`src/wsd_pkg.sv`:
```
// Purpose: shared types and constants of the wheel speed / direction decision core
// Assumes: speed and direction signals arrive as signed digitized samples
// Notes: amplitudes are in adc codes; thresholds are half-peak-to-peak amplitudes
package wsd_pkg;
  localparam int SMP_W = 12;                          // sample width
  localparam logic [11:0] SPEED_LIMIT_RST = 12'h020; // minimum speed amplitude
  localparam int HYS_SHIFT = 2;                       // hysteresis = amplitude / 4
  localparam int NOISE_MULT_SHIFT = 1;                // start threshold = 2 x limit
  localparam logic [2:0] CAL_EXTREMA = 3'h2;          // extrema needed for offset fix
  localparam logic [1:0] ARM_EDGES = 2'h1;            // switch events before uv arm

  typedef enum logic [1:0] {
    WSD_UNCAL = 2'b00,
    WSD_CAL = 2'b01
  } wsd_mode_e;

  typedef enum logic [1:0] {
    WSD_DIR_NONE = 2'b00,
    WSD_DIR_FWD = 2'b01,
    WSD_DIR_REV = 2'b10
  } wsd_dir_e;

  // one decided output event
  typedef struct packed {
    logic pulse;     // one-cycle output pulse
    wsd_dir_e dir;   // direction carried by the pulse
    logic highCur;   // forced high current level
  } wsd_out_s;

  // digitized inputs of one sample
  typedef struct packed {
    logic valid;
    logic signed [SMP_W-1:0] speed;
    logic signed [SMP_W-1:0] leftProbeField;
    logic signed [SMP_W-1:0] rightProbeField;
    logic signed [SMP_W-1:0] centerProbeField;
  } wsd_in_s;
endpackage : wsd_pkg

```
`src/wsd_core.sv`:
```
// Purpose: speed / direction decision core with adaptive hysteresis and vibration filter
// Assumes: samples synchronous to sys_clk, qualified by the valid bit
// Notes: supply monitors arrive as digital flags from the analog domain
//   the probe stage is not cleared by a deep drop; it refills in one sample
// Function
// the hysteresis tracks one quarter of the measured signal amplitude.
// the hysteresis never falls below the minimum speed amplitude.
// excursions smaller than the hysteresis never switch the output.
// direction signal is centre probe minus the mean of the outer probes.
// direction is sampled from the direction signal at speed zero crossings.
// the first pulse after power on carries no direction.
// amplitude and direction both classify edges as vibration.
// edges classified as vibration produce no output pulse.
// hysteresis suppression works from power on, direction suppression after calibration.
// undervoltage monitoring arms only at the first switching events.
// an armed undervoltage forces high current until the supply recovers.
// a deep supply drop resets the core and restarts calibration.
// calibrated mode follows a successful offset fix and then uses the hysteresis.
// uncalibrated pulses use a noise threshold starting at twice the minimum amplitude.
// the hysteresis is a register fed by peaks and compared every sample.
`timescale 1ns/10ps
`default_nettype none
module wsd_core
  import wsd_pkg::*;
#(
  parameter logic [11:0] SPEED_LIMIT = wsd_pkg::SPEED_LIMIT_RST
) (
  input wire logic sys_clk,
  input wire logic reset,
  input wire wsd_pkg::wsd_in_s sampleIn,
  input wire logic underVoltage,
  input wire logic deepDrop,
  output wsd_pkg::wsd_out_s outEvent,
  output logic calibrated,
  output logic uvArmed
);
  import wsd_pkg::*;

  localparam int W = SMP_W;

  typedef struct packed {
    wsd_mode_e mode;
    logic [W-1:0] hysteresis;           // adaptive threshold
    logic [W-1:0] noiseDetectThreshold; // uncalibrated threshold
    logic signed [W-1:0] peakHi;
    logic signed [W-1:0] peakLo;
    logic signed [W-1:0] lastSwitch;    // extreme level since the last switching point
    logic state;                        // comparator state, 1 = high
    wsd_dir_e lastDir;
    logic anyPulse;
    logic [2:0] extrema;
    logic [1:0] switches;
    logic uvArm;
    wsd_out_s out;
  } wsd_state_s;

  // restart value of the whole state, shared by reset and deep drop
  localparam wsd_state_s RST_STATE = '{
    mode: WSD_UNCAL,
    hysteresis: W'(SPEED_LIMIT),
    noiseDetectThreshold: W'(SPEED_LIMIT) << NOISE_MULT_SHIFT,
    peakHi: '0,
    peakLo: '0,
    lastSwitch: '0,
    state: 1'b0,
    lastDir: WSD_DIR_NONE,
    anyPulse: 1'b0,
    extrema: 3'h0,
    switches: 2'h0,
    uvArm: 1'b0,
    out: '{pulse: 1'b0, dir: WSD_DIR_NONE, highCur: 1'b0}
  };

  wsd_state_s cur_reg;
  wsd_state_s cur_next;
  logic signed [W:0] dirSignal;

  // direction signal former
  wsd_dir_signal #(.W(W)) u_dir (
    .sys_clk(sys_clk),
    .reset(reset),
    .leftProbeField(sampleIn.leftProbeField),
    .rightProbeField(sampleIn.rightProbeField),
    .centerProbeField(sampleIn.centerProbeField),
    .dirSignal(dirSignal)
  );

  // amplitude and threshold path
  logic [W:0] ampFull;
  logic [W-1:0] amp;
  logic [W-1:0] hysCand;
  logic [W-1:0] noiseMin;
  logic [W-1:0] hysNext;
  logic [W-1:0] noiseNext;
  logic [W-1:0] thresh;
  logic signed [W:0] threshExt;
  logic signed [W:0] excursion;
  logic crossUp;
  logic crossDn;

  // direction, vibration and supply path
  wsd_dir_e edgeDir;
  logic dirReversal;
  logic ampSmall;
  logic vibration;
  logic dirFilterOn;
  logic forceHigh;

  // decision and tracking logic
  always_comb begin
    cur_next = cur_reg;
    cur_next.out.pulse = 1'b0;
    ampFull = (W+1)'(cur_reg.peakHi) - (W+1)'(cur_reg.peakLo);
    amp = ampFull[W:1]; // half peak to peak
    noiseMin = W'(SPEED_LIMIT) << NOISE_MULT_SHIFT;
    // quarter of amplitude
    hysCand = amp >> HYS_SHIFT;
    // hysteresis floor
    hysNext = (hysCand < W'(SPEED_LIMIT)) ? W'(SPEED_LIMIT) : hysCand;
    // adapt, never below twice the limit
    noiseNext = (amp < noiseMin) ? noiseMin : amp;

    // measured from the extreme seen since the last switch point
    excursion = (W+1)'(sampleIn.speed) - (W+1)'(cur_reg.lastSwitch);
    // calibrated uses hysteresis; R14: else noise threshold
    thresh = (cur_reg.mode == WSD_CAL) ? cur_reg.hysteresis : cur_reg.noiseDetectThreshold;
    // low bits only; thresholds never reach half scale
    threshExt = $signed({2'b00, thresh[W-2:0]});
    // R15: switch only past the threshold
    crossUp = !cur_reg.state && (excursion > threshExt);
    crossDn = cur_reg.state && (-excursion > threshExt);

    // sign of direction signal at the crossing
    // the probe sample one step before the crossing; zero reads as forward
    edgeDir = dirSignal[W] ? WSD_DIR_REV : WSD_DIR_FWD;
    // reversal against a small amplitude is vibration
    dirReversal = (cur_reg.lastDir != WSD_DIR_NONE) && (edgeDir != cur_reg.lastDir);
    // a real reversal shows full amplitude, air gap wobble does not
    ampSmall = (amp < noiseMin);
    vibration = dirReversal && ampSmall;
    // direction filter waits for calibration
    dirFilterOn = (cur_reg.mode == WSD_CAL);

    // armed before this sample, so arming never mutes its own pulse
    forceHigh = cur_reg.uvArm && underVoltage;

    if (sampleIn.valid) begin
      // peak tracking
      if (sampleIn.speed > cur_reg.peakHi) begin
        cur_next.peakHi = sampleIn.speed;
      end
      if (sampleIn.speed < cur_reg.peakLo) begin
        cur_next.peakLo = sampleIn.speed;
      end
      // follow the signal between switch points
      if (cur_reg.state && sampleIn.speed > cur_reg.lastSwitch) begin
        cur_next.lastSwitch = sampleIn.speed;
      end
      if (!cur_reg.state && sampleIn.speed < cur_reg.lastSwitch) begin
        cur_next.lastSwitch = sampleIn.speed;
      end
      // a falling crossing re-arms the comparator but never pulses
      if (crossUp || crossDn) begin
        cur_next.state = crossUp;
        cur_next.lastSwitch = sampleIn.speed;
        // thresholds follow the half period just ended
        cur_next.hysteresis = hysNext;
        cur_next.noiseDetectThreshold = noiseNext;
        if (cur_reg.extrema != CAL_EXTREMA) begin
          cur_next.extrema = cur_reg.extrema + 3'h1;
        end
        // restart peak window for the next half period
        cur_next.peakHi = sampleIn.speed;
        cur_next.peakLo = sampleIn.speed;
        // offset fix after two extrema on a rising edge
        if (cur_reg.extrema == CAL_EXTREMA && crossUp) begin
          cur_next.mode = WSD_CAL;
        end
        if (crossUp) begin
          // drop vibration edges, by direction only once calibrated
          if (!(dirFilterOn && vibration)) begin
            cur_next.out.pulse = 1'b1;
            // no direction on first pulse
            cur_next.out.dir = cur_reg.anyPulse ? edgeDir : WSD_DIR_NONE;
            // a pulse dropped as vibration does not count as the first
            cur_next.anyPulse = 1'b1;
            if (cur_reg.switches != ARM_EDGES) begin
              cur_next.switches = cur_reg.switches + 2'h1;
            end
            // arm monitor at first switching
            if (cur_reg.switches == ARM_EDGES - 2'h1) begin
              cur_next.uvArm = 1'b1;
            end
          end
          // a dropped edge still sets the reference direction
          cur_next.lastDir = edgeDir;
        end
      end
    end
    // high current while armed undervoltage
    cur_next.out.highCur = forceHigh;
    // the current level carries no pulse while forced high
    if (forceHigh) begin
      cur_next.out.pulse = 1'b0;
    end
  end

  // state register; deep drop acts as core reset
  always_ff @(posedge sys_clk) begin
    // deep drop full restart
    if (reset || deepDrop) begin
      cur_reg <= RST_STATE;
    end else begin
      cur_reg <= cur_next;
    end
  end

  // outputs straight from the state flops
  assign outEvent = cur_reg.out;
  // mode bit 0 is the calibrated flag, taken straight from the flop
  assign calibrated = cur_reg.mode[0];
  assign uvArmed = cur_reg.uvArm;
endmodule // wsd_core
`default_nettype wire

```
`src/wsd_dir_signal.sv`:
```
// Purpose: forms the direction signal from the three probe fields
// Assumes: one registered stage of latency
// Notes: centre minus mean of outer probes, one bit wider to avoid overflow
`timescale 1ns/10ps
`default_nettype none
module wsd_dir_signal #(
  parameter int W = 12
) (
  input wire logic sys_clk,
  input wire logic reset,
  input wire logic signed [W-1:0] leftProbeField,
  input wire logic signed [W-1:0] rightProbeField,
  input wire logic signed [W-1:0] centerProbeField,
  output logic signed [W:0] dirSignal
);
  logic signed [W+1:0] outerSum;
  logic signed [W+1:0] diffFull;

  // centre minus outer mean
  always_comb begin
    outerSum = (W+2)'(leftProbeField) + (W+2)'(rightProbeField);
    diffFull = (W+2)'(centerProbeField) - (outerSum >>> 1);
  end

  always_ff @(posedge sys_clk) begin
    if (reset) begin
      dirSignal <= '0;
    end else begin
      dirSignal <= diffFull[W:0];
    end
  end
endmodule // wsd_dir_signal
`default_nettype wire

```
`config.mk`:
```
export PLATFORM = sky130hd
export DESIGN_NAME = wsd_core
export DESIGN_NICKNAME = d
export VERILOG_FILES = /design/src/wsd_pkg.sv /design/src/wsd_core.sv /design/src/wsd_dir_signal.sv
export SDC_FILE = /design/constraint.sdc
export NUM_CORES = 1
export LEC_CHECK = 0
export BUFFER_PORTS_ARGS = -buffer_cell sky130_fd_sc_hd__buf_4
export CAP_MARGIN = 15
export CORE_ASPECT_RATIO = 1.1
export CORE_MARGIN = 4
export CORE_UTILIZATION = 43
export DETAILED_ROUTE_END_ITERATION = 8
export GPL_TIMING_DRIVEN = 1
export PLACE_DENSITY = 0.68
export SYNTH_ARGS = -nofsm -noshare
export SYNTH_HDL_FRONTEND = slang
export SYNTH_SLANG_ARGS = --single-unit
```
`constraint.sdc`:
```
create_clock -name sys_clk -period 13.4 [get_ports sys_clk]
set_input_delay 2.68 -clock sys_clk [delete_from_list [all_inputs] [get_ports sys_clk]]
set_output_delay 2.68 -clock sys_clk [all_outputs]
set_load 0.01 [all_outputs]
```
==> run_results.csv, run 1 <==
group,metric,value,unit
sta,min_period,7.31,ns
synthesis,ys_ff_latch,73,
sta,tns,0,ns
global_route,grt_pass1_vias,5485,
layout,synthToLayoutAreaGrowth,13.7,%
layout,largest_reg_flops,66,
clock_tree,cts_resized,0,
synthesis,syn_area_per_cell,8.43,um2
setup_path,arrival,7.57,ns
clock_tree,clkSlewWorstSetupHoldPaths,0.06,ns
setup_path,critPathSlowestCell,"a211oi_4",
setup_path,cp-start-kind,"input port",
outcome,status,"completed",
synthesis,synthArstFlopShare,0,%
job,maxCapViolCount,0,
detailed_routing,final_antenna_net_count,0,
floorplan,placementRows,47,
synthesis,yosys_warnings,0,
layout,layout.nets,972,
setup_path,crit_top_cell,"ha_1",
sta,slew_viol_final,0,
global_route,grt_pass1_wl,26300,um
synthesis,netlist_instances,777,
clock_tree,hold_buffers,0,
setup_path,criticalPathCategory,"input port to flop",
clock_tree,cts_root_buffer,"clkbuf_16",
clock_tree,cts_tree,"yes",
sta,holdWs,0.457,ns
clock_tree,cts_sinks,73,
floorplan,start_util,43.7,%
setup_path,critPathBufInv,1,
sta,setup_viol,0,
detailed_routing,dr.pass1.iters,5,
sta,fmax,137,MHz
setup_path,crit_path_max_incr_delay,0.88,ns
layout,final_layout_size_suffix_gt1_share,13.0,%
power_and_ir_drop,vdd_drop_max,65.2,uV
layout,layout_commonest_cell,"nand2_1",
clock_tree,htreeDepth,3,
setup_path,crit_fanout,12,
floorplan,dieHeight,137,um
sta,hold_viol,0,
setup_path,cp_top_family,"compound AO/OA/AOI/OAI gates",
synthesis,synth_cell_types,78,
detailed_routing,routed_via_density,5.50,
detailed_routing,drc,0,
power_and_ir_drop,p_leak,3.20,nW
synthesis,ys.flop_type,"dfxtp_1",
setup_path,worst-endpoint-required,13.66,ns
setup_path,critPathCaptureType,"flop",
clock_tree,numCtsBuffers,9,
synthesis,synth_edf_count,0,
floorplan,io_pins,59,
clock_tree,clockBufferDepth,2,
clock_tree,cts_setup_buffers,0,
synthesis,synth_nets,928,
layout,n_antenna_cell,0,
setup_path,crit_chain,"buf_4 -> ha_1 -> o211a_1 -> o21a_4 -> or3_1 -> a2111o_1 -> xnor2_1 -> ha_1 -> a2111oi_0 -> a211oi_1 -> o41a_1 -> a311oi_1 -> a211oi_2 -> a211oi_4 -> mux2i_1",
sta,max_slew_margin,30.3,%
global_route,grt_overflow_total,0,
placement,dp_hpwl,12200,um
clock_tree,worstSkewPairLatency,0.33,ns
power_and_ir_drop,p_per_area,120,nW/um2
global_route,grtUsageTotal,18.5,%
sta,tightest_slew,1.04,ns
synthesis,syn_area,6550,um2
detailed_routing,drtIter0Drc,270,
floorplan,die_width,126,um
sta,period_share,54.6,%
placement,gp_congestion,0.884,
synthesis,yosysSeqAreaShare,22.3,%
placement,portBuffers,58,
hold_path,hold_path_class,"flop to flop",
floorplan,coreArea,15000,um2
global_route,grt_max_degree,89,
layout,layout_common_cells,"nand2_1 (101), ha_1 (95), dfxtp_1 (73)",
sta,rsz0062_at_grt,"false",
detailed_routing,vias,5616,
detailed_routing,post_drt_wl_per_cell,15.3,um
global_route,grt_antenna_before_repair,0,
floorplan,die-area,17300,um2
sta,fin_skew,0.00536,ns
detailed_routing,drt_wl_total,15700,um
## metal layers
layer / vias to the layer above / wire, um / track usage [%]
met5: - / 0 / 0
met4: 0 / 485 / 7.53
met3: 32 / 536 / 2.79
met2: 104 / 7650 / 32.8
met1: 2606 / 7000 / 22.4
li1: 2874 / - / -
## cells by family (layout without fill, tap and decap cells)
family                     after synthesis  after routing  share of synthesized area (%)
and+or+nand+nor                        249            249                           19.1
AOI/OAI and AO/OA                      165            165                           18.4
adders and majority gates               98             98                           19.1
buffers and inverters                   94            143                           6.42
muxes                                   73             73                           11.2
DFF                                     73             73                           22.3
xor gates and xnor gates                25             25                           3.46
## worst paths after layout
path | start | end | slack (ns) | depth (start not counted)
worst max-delay path | sampleIn[38] | cur_reg[32] | 6.09 | 15
worst min-delay path | cur_reg[22] | cur_reg[22] | 0.46 | 2
worst max register to register | cur_reg[15] | cur_reg[32] | 8.20 | 15
worst min register to register | cur_reg[22] | cur_reg[22] | 0.46 | 2
## cells in the mapped netlist (13+ instances only)
master | instances | area [um2]
nand2_1 | 101 | 379
ha_1 | 95 | 1190
dfxtp_1 | 73 | 1460
mux2i_1 | 71 | 711
inv_1 | 65 | 244
a21oi_1 | 33 | 165
nor2_1 | 31 | 116
o21ai_0 | 28 | 140
nand3_1 | 23 | 115
nor2b_1 | 18 | 113
nand2b_1 | 17 | 106
clkbuf_1 | 16 | 60.1
nor3_1 | 13 | 65.1
xor2_1 | 13 | 114
## metrics by stage
step / utilization, % / cell area (um2) / std cells / setup WS (ns) / total power, mW
6_report: 49.6 / 7440 / 1022 / 6.09 / 0.892
3_5_place_dp: 47.3 / 7090 / 1006 / 5.84 / 0.607
4_1_cts: 49.6 / 7440 / 1022 / 6.15 / 0.894
5_1_grt: 49.6 / 7440 / 1022 / 5.86 / 0.951
3_3_place_gp: 47.3 / 7090 / 1006 / 5.93 / 0.605
2_1_floorplan: - / 6550 / 777 / 6.67 / 0.523
## final cells by class
class | count | area, um2
clock buffer | 10 | 239
clock inverter | 6 | 113
multi-input combinational | 610 | 4680
inverter | 65 | 244
sequential | 73 | 1460
tap | 196 | 245
fill | 1440 | 7550
timing repair buffer | 62 | 465
## worst reg2reg max path, delay by kind of cell, from the launching register on
kind	cells	cell delay, ns
AOI/OAI and AO/OA	8	3.12
adders and majority gates	2	0.61
and+or+nand+nor	2	0.53
DFF	1	0.37
muxes	1	0.28
xor gates and xnor gates	1	0.15
buffers and inverters	1	0.07
## power by group
group	switching (mW)	internal (mW)	leakage [nW]
clock network	0.0969	0.188	0.173
registers	0.00993	0.233	0.593
logic	0.206	0.158	2.43
No activity file was read; power rests on OpenSTA's default activity.
==> run 2: changes to the inputs <==
==> constraint.sdc (replaced) <==
create_clock -name sys_clk -period 6.8 [get_ports sys_clk]
set_input_delay 1.36 -clock sys_clk [delete_from_list [all_inputs] [get_ports sys_clk]]
set_output_delay 1.36 -clock sys_clk [all_outputs]
set_load 0.01 [all_outputs]
==> run 2 against run 1 <==
Worst setup slack got worse by 5.0 ns. Via count decreased by 0.27%. Clock skew increased by 0.00087 ns. Critical path depth increased by 2. Total power increased by 90%. Largest power group unchanged. Hold slack got worse by 0.0022 ns. Combinational power increased by 94%. Sequential power increased by 98%.
==> run_results.csv, run 2 (synthesized netlist as in run 1, its figures left out) <==
group,metric,value,unit
sta,hold_viol,0,
setup_path,r2r_start,"cur_reg[16]",
sta,min_period,5.70,ns
placement,dp_hpwl,12200,um
global_route,grt_overflow_total,0,
power_and_ir_drop,p_leak,3.18,nW
setup_path,crit_path_max_incr_delay,0.61,ns
setup_path,arrival,5.96,ns
clock_tree,numCtsBuffers,9,
global_route,grt_antenna_before_repair,0,
clock_tree,htreeDepth,3,
power_and_ir_drop,vdd_drop_max,148,uV
layout,stdcell_count,1024,
setup_path,worst-endpoint-required,7.06,ns
placement,dpl.cell_count,1008,
job,maxCapViolCount,0,
placement,place_area,7110,um2
floorplan,die-area,17300,um2
outcome,status,"completed",
clock_tree,clockBufferDepth,2,
setup_path,criticalPathCategory,"input port to flop",
layout,n_antenna_cell,0,
sta,period_share,83.8,%
sta,holdWs,0.455,ns
layout,layout_common_cells,"nand2_1 (101), ha_1 (95), dfxtp_1 (73)",
sta,tns,0,ns
floorplan,dieHeight,137,um
layout,final_layout_size_suffix_gt1_share,13.0,%
sta,fmax,175,MHz
global_route,grtUsageTotal,18.0,%
global_route,grt_pass1_vias,5296,
floorplan,placementRows,47,
layout,largest_reg_flops,66,
detailed_routing,drt_wl_total,15400,um
floorplan,coreArea,15000,um2
floorplan,io_pins,59,
clock_tree,cts_tree,"yes",
sta,setup_viol,0,
clock_tree,cts_root_buffer,"clkbuf_16",
detailed_routing,vias,5601,
layout,layout.nets,974,
layout,layout_commonest_cell,"nand2_1",
placement,portBuffers,58,
setup_path,crit_fanout,12,
setup_path,crit_start,"sampleIn[36]",
floorplan,start_util,43.7,%
detailed_routing,drtIter0Drc,325,
detailed_routing,final_antenna_net_count,0,
sta,tightest_slew,0.998,ns
global_route,grt_max_degree,89,
hold_path,hold_path_class,"flop to flop",
detailed_routing,routed_via_density,5.47,
clock_tree,worstSkewPairLatency,0.33,ns
detailed_routing,post_drt_wl_per_cell,15.0,um
detailed_routing,dr.pass1.iters,5,
clock_tree,clkSlewWorstSetupHoldPaths,0.06,ns
clock_tree,cts_sinks,73,
sta,fin_skew,0.00622,ns
setup_path,cp-start-kind,"input port",
setup_path,crit_chain,"buf_4 -> inv_1 -> ha_1 -> fa_1 -> ha_1 -> nand2_1 -> a2111o_1 -> xnor2_1 -> ha_1 -> a2111oi_0 -> a211oi_1 -> o41a_1 -> a311oi_1 -> a211oi_2 -> a211oi_4 -> buf_4 -> mux2i_1",
sta,max_slew_margin,33.3,%
sta,rsz0062_at_grt,"false",
power_and_ir_drop,p_per_area,228,nW/um2
setup_path,critPathSlowestCell,"fa_1",
detailed_routing,drc,0,
layout,synthToLayoutAreaGrowth,13.5,%
floorplan,die_width,126,um
global_route,grt_pass1_wl,25700,um
clock_tree,cts_setup_buffers,0,
setup_path,crit_top_cell,"ha_1",
clock_tree,hold_buffers,0,
layout,final_area,7430,um2
placement,gp_congestion,0.859,
clock_tree,cts_resized,0,
hold_path,min_from,"cur_reg[62]",
sta,slew_viol_final,0,
setup_path,critPathCaptureType,"flop",
## run 2: cell count changes in the layout (fill, tap and decap cells not counted)
cell        delta
buf_4          +2
clkinv_2       -1
clkinvlp_4     +3
clkbuf_8       -1
inv_6          -1
bufinv_16      -1
clkbuf_1       +1
## run 2: final cells by class
type,instances,area (um2)
clock inverter,6,91.3
fill,1437,7570
timing repair buffer,64,480
clock buffer,10,229
sequential,73,1460
multi-input combinational,610,4680
inverter,65,244
tap,196,245
## run 2: where the power goes
group	switching, mW	internal [mW]
clock	0.185	0.322
combinational	0.398	0.311
sequential	0.0197	0.458
## run 2: final timing paths
kind / to / slack, ns / depth (start not counted)
hold / removal: cur_reg[62] / 0.46 / 2
setup / recovery: cur_reg[31] / 1.10 / 17
setup reg to reg: cur_reg[31] / 1.90 / 16
hold reg to reg: cur_reg[62] / 0.46 / 2
## run 2: per-stage QoR
| step | power (mW) | worst slack (ns) | util (%) |
|---|---|---|---|
| floorplan | 1.03 | 1.39 | - |
| global placement | 1.18 | 0.861 | 47.4 |
| global route | 1.80 | 0.817 | 49.5 |
| detailed placement | 1.19 | 0.858 | 47.4 |
| CTS | 1.70 | 1.18 | 49.5 |
| finish | 1.69 | 1.10 | 49.5 |
## run 2: routing by layer
layer  track usage [%]  vias to the layer above  wire [um]
met5                 0                        -          0
met4              5.84                        0        291
met1              23.3                     2592       7030
li1                  -                     2880          -
met3              2.06                       22        464
met2              31.3                      107       7570
## run 2: worst max-delay path: cells and delay by family
family	cells	cell delay, ns
buffers and inverters	3	0.44
AOI/OAI and AO/OA	7	2.30
adders and majority gates	4	1.41
and+or+nand+nor	1	0.08
xor gates and xnor gates	1	0.16
muxes	1	0.21
==> run 3: changes to the inputs <==
--- a/config.mk
+++ b/config.mk
@@ -12,7 +12,7 @@
 export CORE_UTILIZATION = 43
 export DETAILED_ROUTE_END_ITERATION = 8
 export GPL_TIMING_DRIVEN = 1
-export PLACE_DENSITY = 0.68
+export PLACE_DENSITY = 0.7
 export SYNTH_ARGS = -nofsm -noshare
 export SYNTH_HDL_FRONTEND = slang
 export SYNTH_SLANG_ARGS = --single-unit
==> constraint.sdc (replaced) <==
create_clock -name sys_clk -period 5.1 [get_ports sys_clk]
set_input_delay 1.02 -clock sys_clk [delete_from_list [all_inputs] [get_ports sys_clk]]
set_output_delay 1.02 -clock sys_clk [all_outputs]
set_load 0.01 [all_outputs]
==> run 3 against run 2 <==
Die area stayed put. Largest power group unchanged. Clock power grew 12%. Utilization is 2.8 points higher. First-iteration DRC count shrank 9.2%. Sequential share of layout area shrank 1.0 points.
==> run_results.csv, run 3 (synthesized netlist as in run 1, its figures left out) <==
group,metric,value,unit
global_route,grt_pass1_wl,25900,um
setup_path,r2r_cells,16,
sta,max_slew_margin,42.1,%
setup_path,cp_top_family,"compound AO/OA/AOI/OAI gates",
clock_tree,cts_sinks,73,
clock_tree,cts_tree,"yes",
setup_path,r2r_setup_slack,0.51,ns
sta,setup_viol,0,
global_route,grtUsageTotal,18.3,%
layout,final_layout_size_suffix_gt1_share,18.6,%
sta,min_period,4.95,ns
floorplan,placementRows,47,
detailed_routing,routed_via_density,5.41,
placement,gp_congestion,0.869,
clock_tree,numCtsBuffers,9,
hold_path,hold_path_class,"flop to flop",
setup_path,crit_fanout,6,
placement,portBuffers,58,
floorplan,die-area,17300,um2
power_and_ir_drop,finalPower,2.28,mW
layout,n_antenna_cell,0,
setup_path,r2r_start,"cur_reg[15]",
global_route,grt_pass1_vias,5667,
sta,hold_viol,0,
clock_tree,cts_root_buffer,"clkbuf_16",
detailed_routing,final_antenna_net_count,0,
clock_tree,clockBufferDepth,2,
setup_path,crit_chain,"buf_4 -> inv_1 -> ha_2 -> fa_2 -> ha_2 -> nand2_1 -> a2111o_1 -> xnor2_1 -> ha_1 -> a2111oi_2 -> a211oi_1 -> o41a_1 -> a311oi_2 -> a211oi_4 -> a211oi_4 -> clkbuf_16 -> mux2i_1",
layout,synthToLayoutAreaGrowth,19.8,%
global_route,grt_antenna_before_repair,0,
hold_path,min_from,"cur_reg[62]",
hold_path,worstHoldEndpoint,"cur_reg[62]",
floorplan,coreArea,15000,um2
detailed_routing,drc,0,
floorplan,start_util,43.7,%
setup_path,r2r-end,"cur_reg[36]",
placement,place_area,7460,um2
setup_path,critPathBufInv,3,
sta,fmax,202,MHz
sta,tns,0,ns
setup_path,arrival,5.20,ns
sta,period_share,97.0,%
layout,layout.nets,1018,
job,maxCapViolCount,0,
setup_path,crit_path_max_incr_delay,0.54,ns
detailed_routing,dr.pass1.iters,4,
sta,fin_ws,0.152,ns
layout,largest_reg_flops,66,
sta,tightest_slew,0.869,ns
setup_path,criticalPathCategory,"input port to flop",
floorplan,die_width,126,um
floorplan,dieHeight,137,um
global_route,grt_overflow_total,0,
setup_path,worst-endpoint-required,5.36,ns
sta,fin_skew,0.00742,ns
layout,layout_common_cells,"buf_4 (103), nand2_1 (101), ha_1 (91)",
sta,slew_viol_final,0,
setup_path,cp-start-kind,"input port",
placement,dp_slack,-0.232,ns
global_route,grt_max_degree,89,
power_and_ir_drop,p_leak,3.40,nW
hold_path,hold_path_depth,2,
outcome,status,"completed",
layout,final_area,7840,um2
detailed_routing,vias,5770,
setup_path,critPathSlowestCell,"fa_2",
placement,dp_hpwl,12500,um
power_and_ir_drop,p_per_area,290,nW/um2
clock_tree,worstSkewPairLatency,0.33,ns
setup_path,critPathCaptureType,"flop",
detailed_routing,drt_wl_total,15700,um
layout,layout_commonest_cell,"buf_4",
power_and_ir_drop,vdd_drop_max,191,uV
detailed_routing,post_drt_wl_per_cell,14.7,um
detailed_routing,drtIter0Drc,295,
clock_tree,clkSlewWorstSetupHoldPaths,0.05,ns
floorplan,io_pins,59,
clock_tree,htreeDepth,3,
[run 3: area by class of cell]
type	instances	area [um2]
fillers	1418	7150
multi-input cells	610	4740
flip-flops and latches	73	1460
repair buffers	108	878
well taps	196	245
inverters	65	244
clock buffers	10	239
clock inverters	5	32.5
[run 3: metrics by stage]
stage / hold WS (ns) / std cells / util [%]
CTS: 0.459 / 1063 / 51.5
global placement: 0.443 / 1048 / 49.7
floorplan: 0.435 / 777 / -
finish: 0.455 / 1067 / 52.3
detailed placement: 0.452 / 1048 / 49.7
global route: 0.477 / 1067 / 52.3
[run 3: worst reg2reg max path, stage by stage (launching register included)]
cell and delay, ns:
dfxtp_1 0.41, inv_1 0.11, ha_4 0.16, or2_1 0.25
o21a_4 0.20, or3_1 0.37, a2111o_1 0.43, xnor2_1 0.15
ha_1 0.35, a2111oi_2 0.38, a211oi_1 0.13, o41a_1 0.35
a311oi_2 0.34, a211oi_4 0.14, a211oi_4 0.35, clkbuf_16 0.23
mux2i_1 0.17
[run 3: worst max path at each step]
stage                       startpoint           to  slack (ns)  cells after the start
after detailed placement  sampleIn[38]  cur_reg[16]       -0.23                     16
after floorplan           sampleIn[38]  cur_reg[40]        0.03                     16
after CTS                 sampleIn[38]  cur_reg[25]        0.07                     16
final                     sampleIn[36]  cur_reg[36]        0.15                     17
after global routing      sampleIn[36]  cur_reg[27]       -0.05                     18
after global placement    sampleIn[38]  cur_reg[19]       -0.12                     16
[run 3: timing repair]
| item | in CTS | in global routing |
|---|---|---|
| buffers inserted | 0 | 3 |
| hold buffers | 0 | 0 |
| setup endpoints to repair | 0 | 63 |
| resized for setup | 0 | 15 |
[run 3: per-layer routing]
| layer | wire length (um) | vias up | track usage, % |
|---|---|---|---|
| met2 | 7660 | 94 | 32.2 |
| met5 | 0 | - | 0 |
| li1 | - | 2980 | - |
| met4 | 517 | 0 | 8.43 |
| met3 | 375 | 35 | 2.06 |
| met1 | 7120 | 2661 | 22.5 |
[run 3: report_power, final]
group	leakage, nW	switching (mW)	internal (mW)
Sequential	0.593	0.0279	0.611
Combinational	2.68	0.561	0.509
Clock	0.126	0.231	0.337
Total	3.40	0.820	1.46
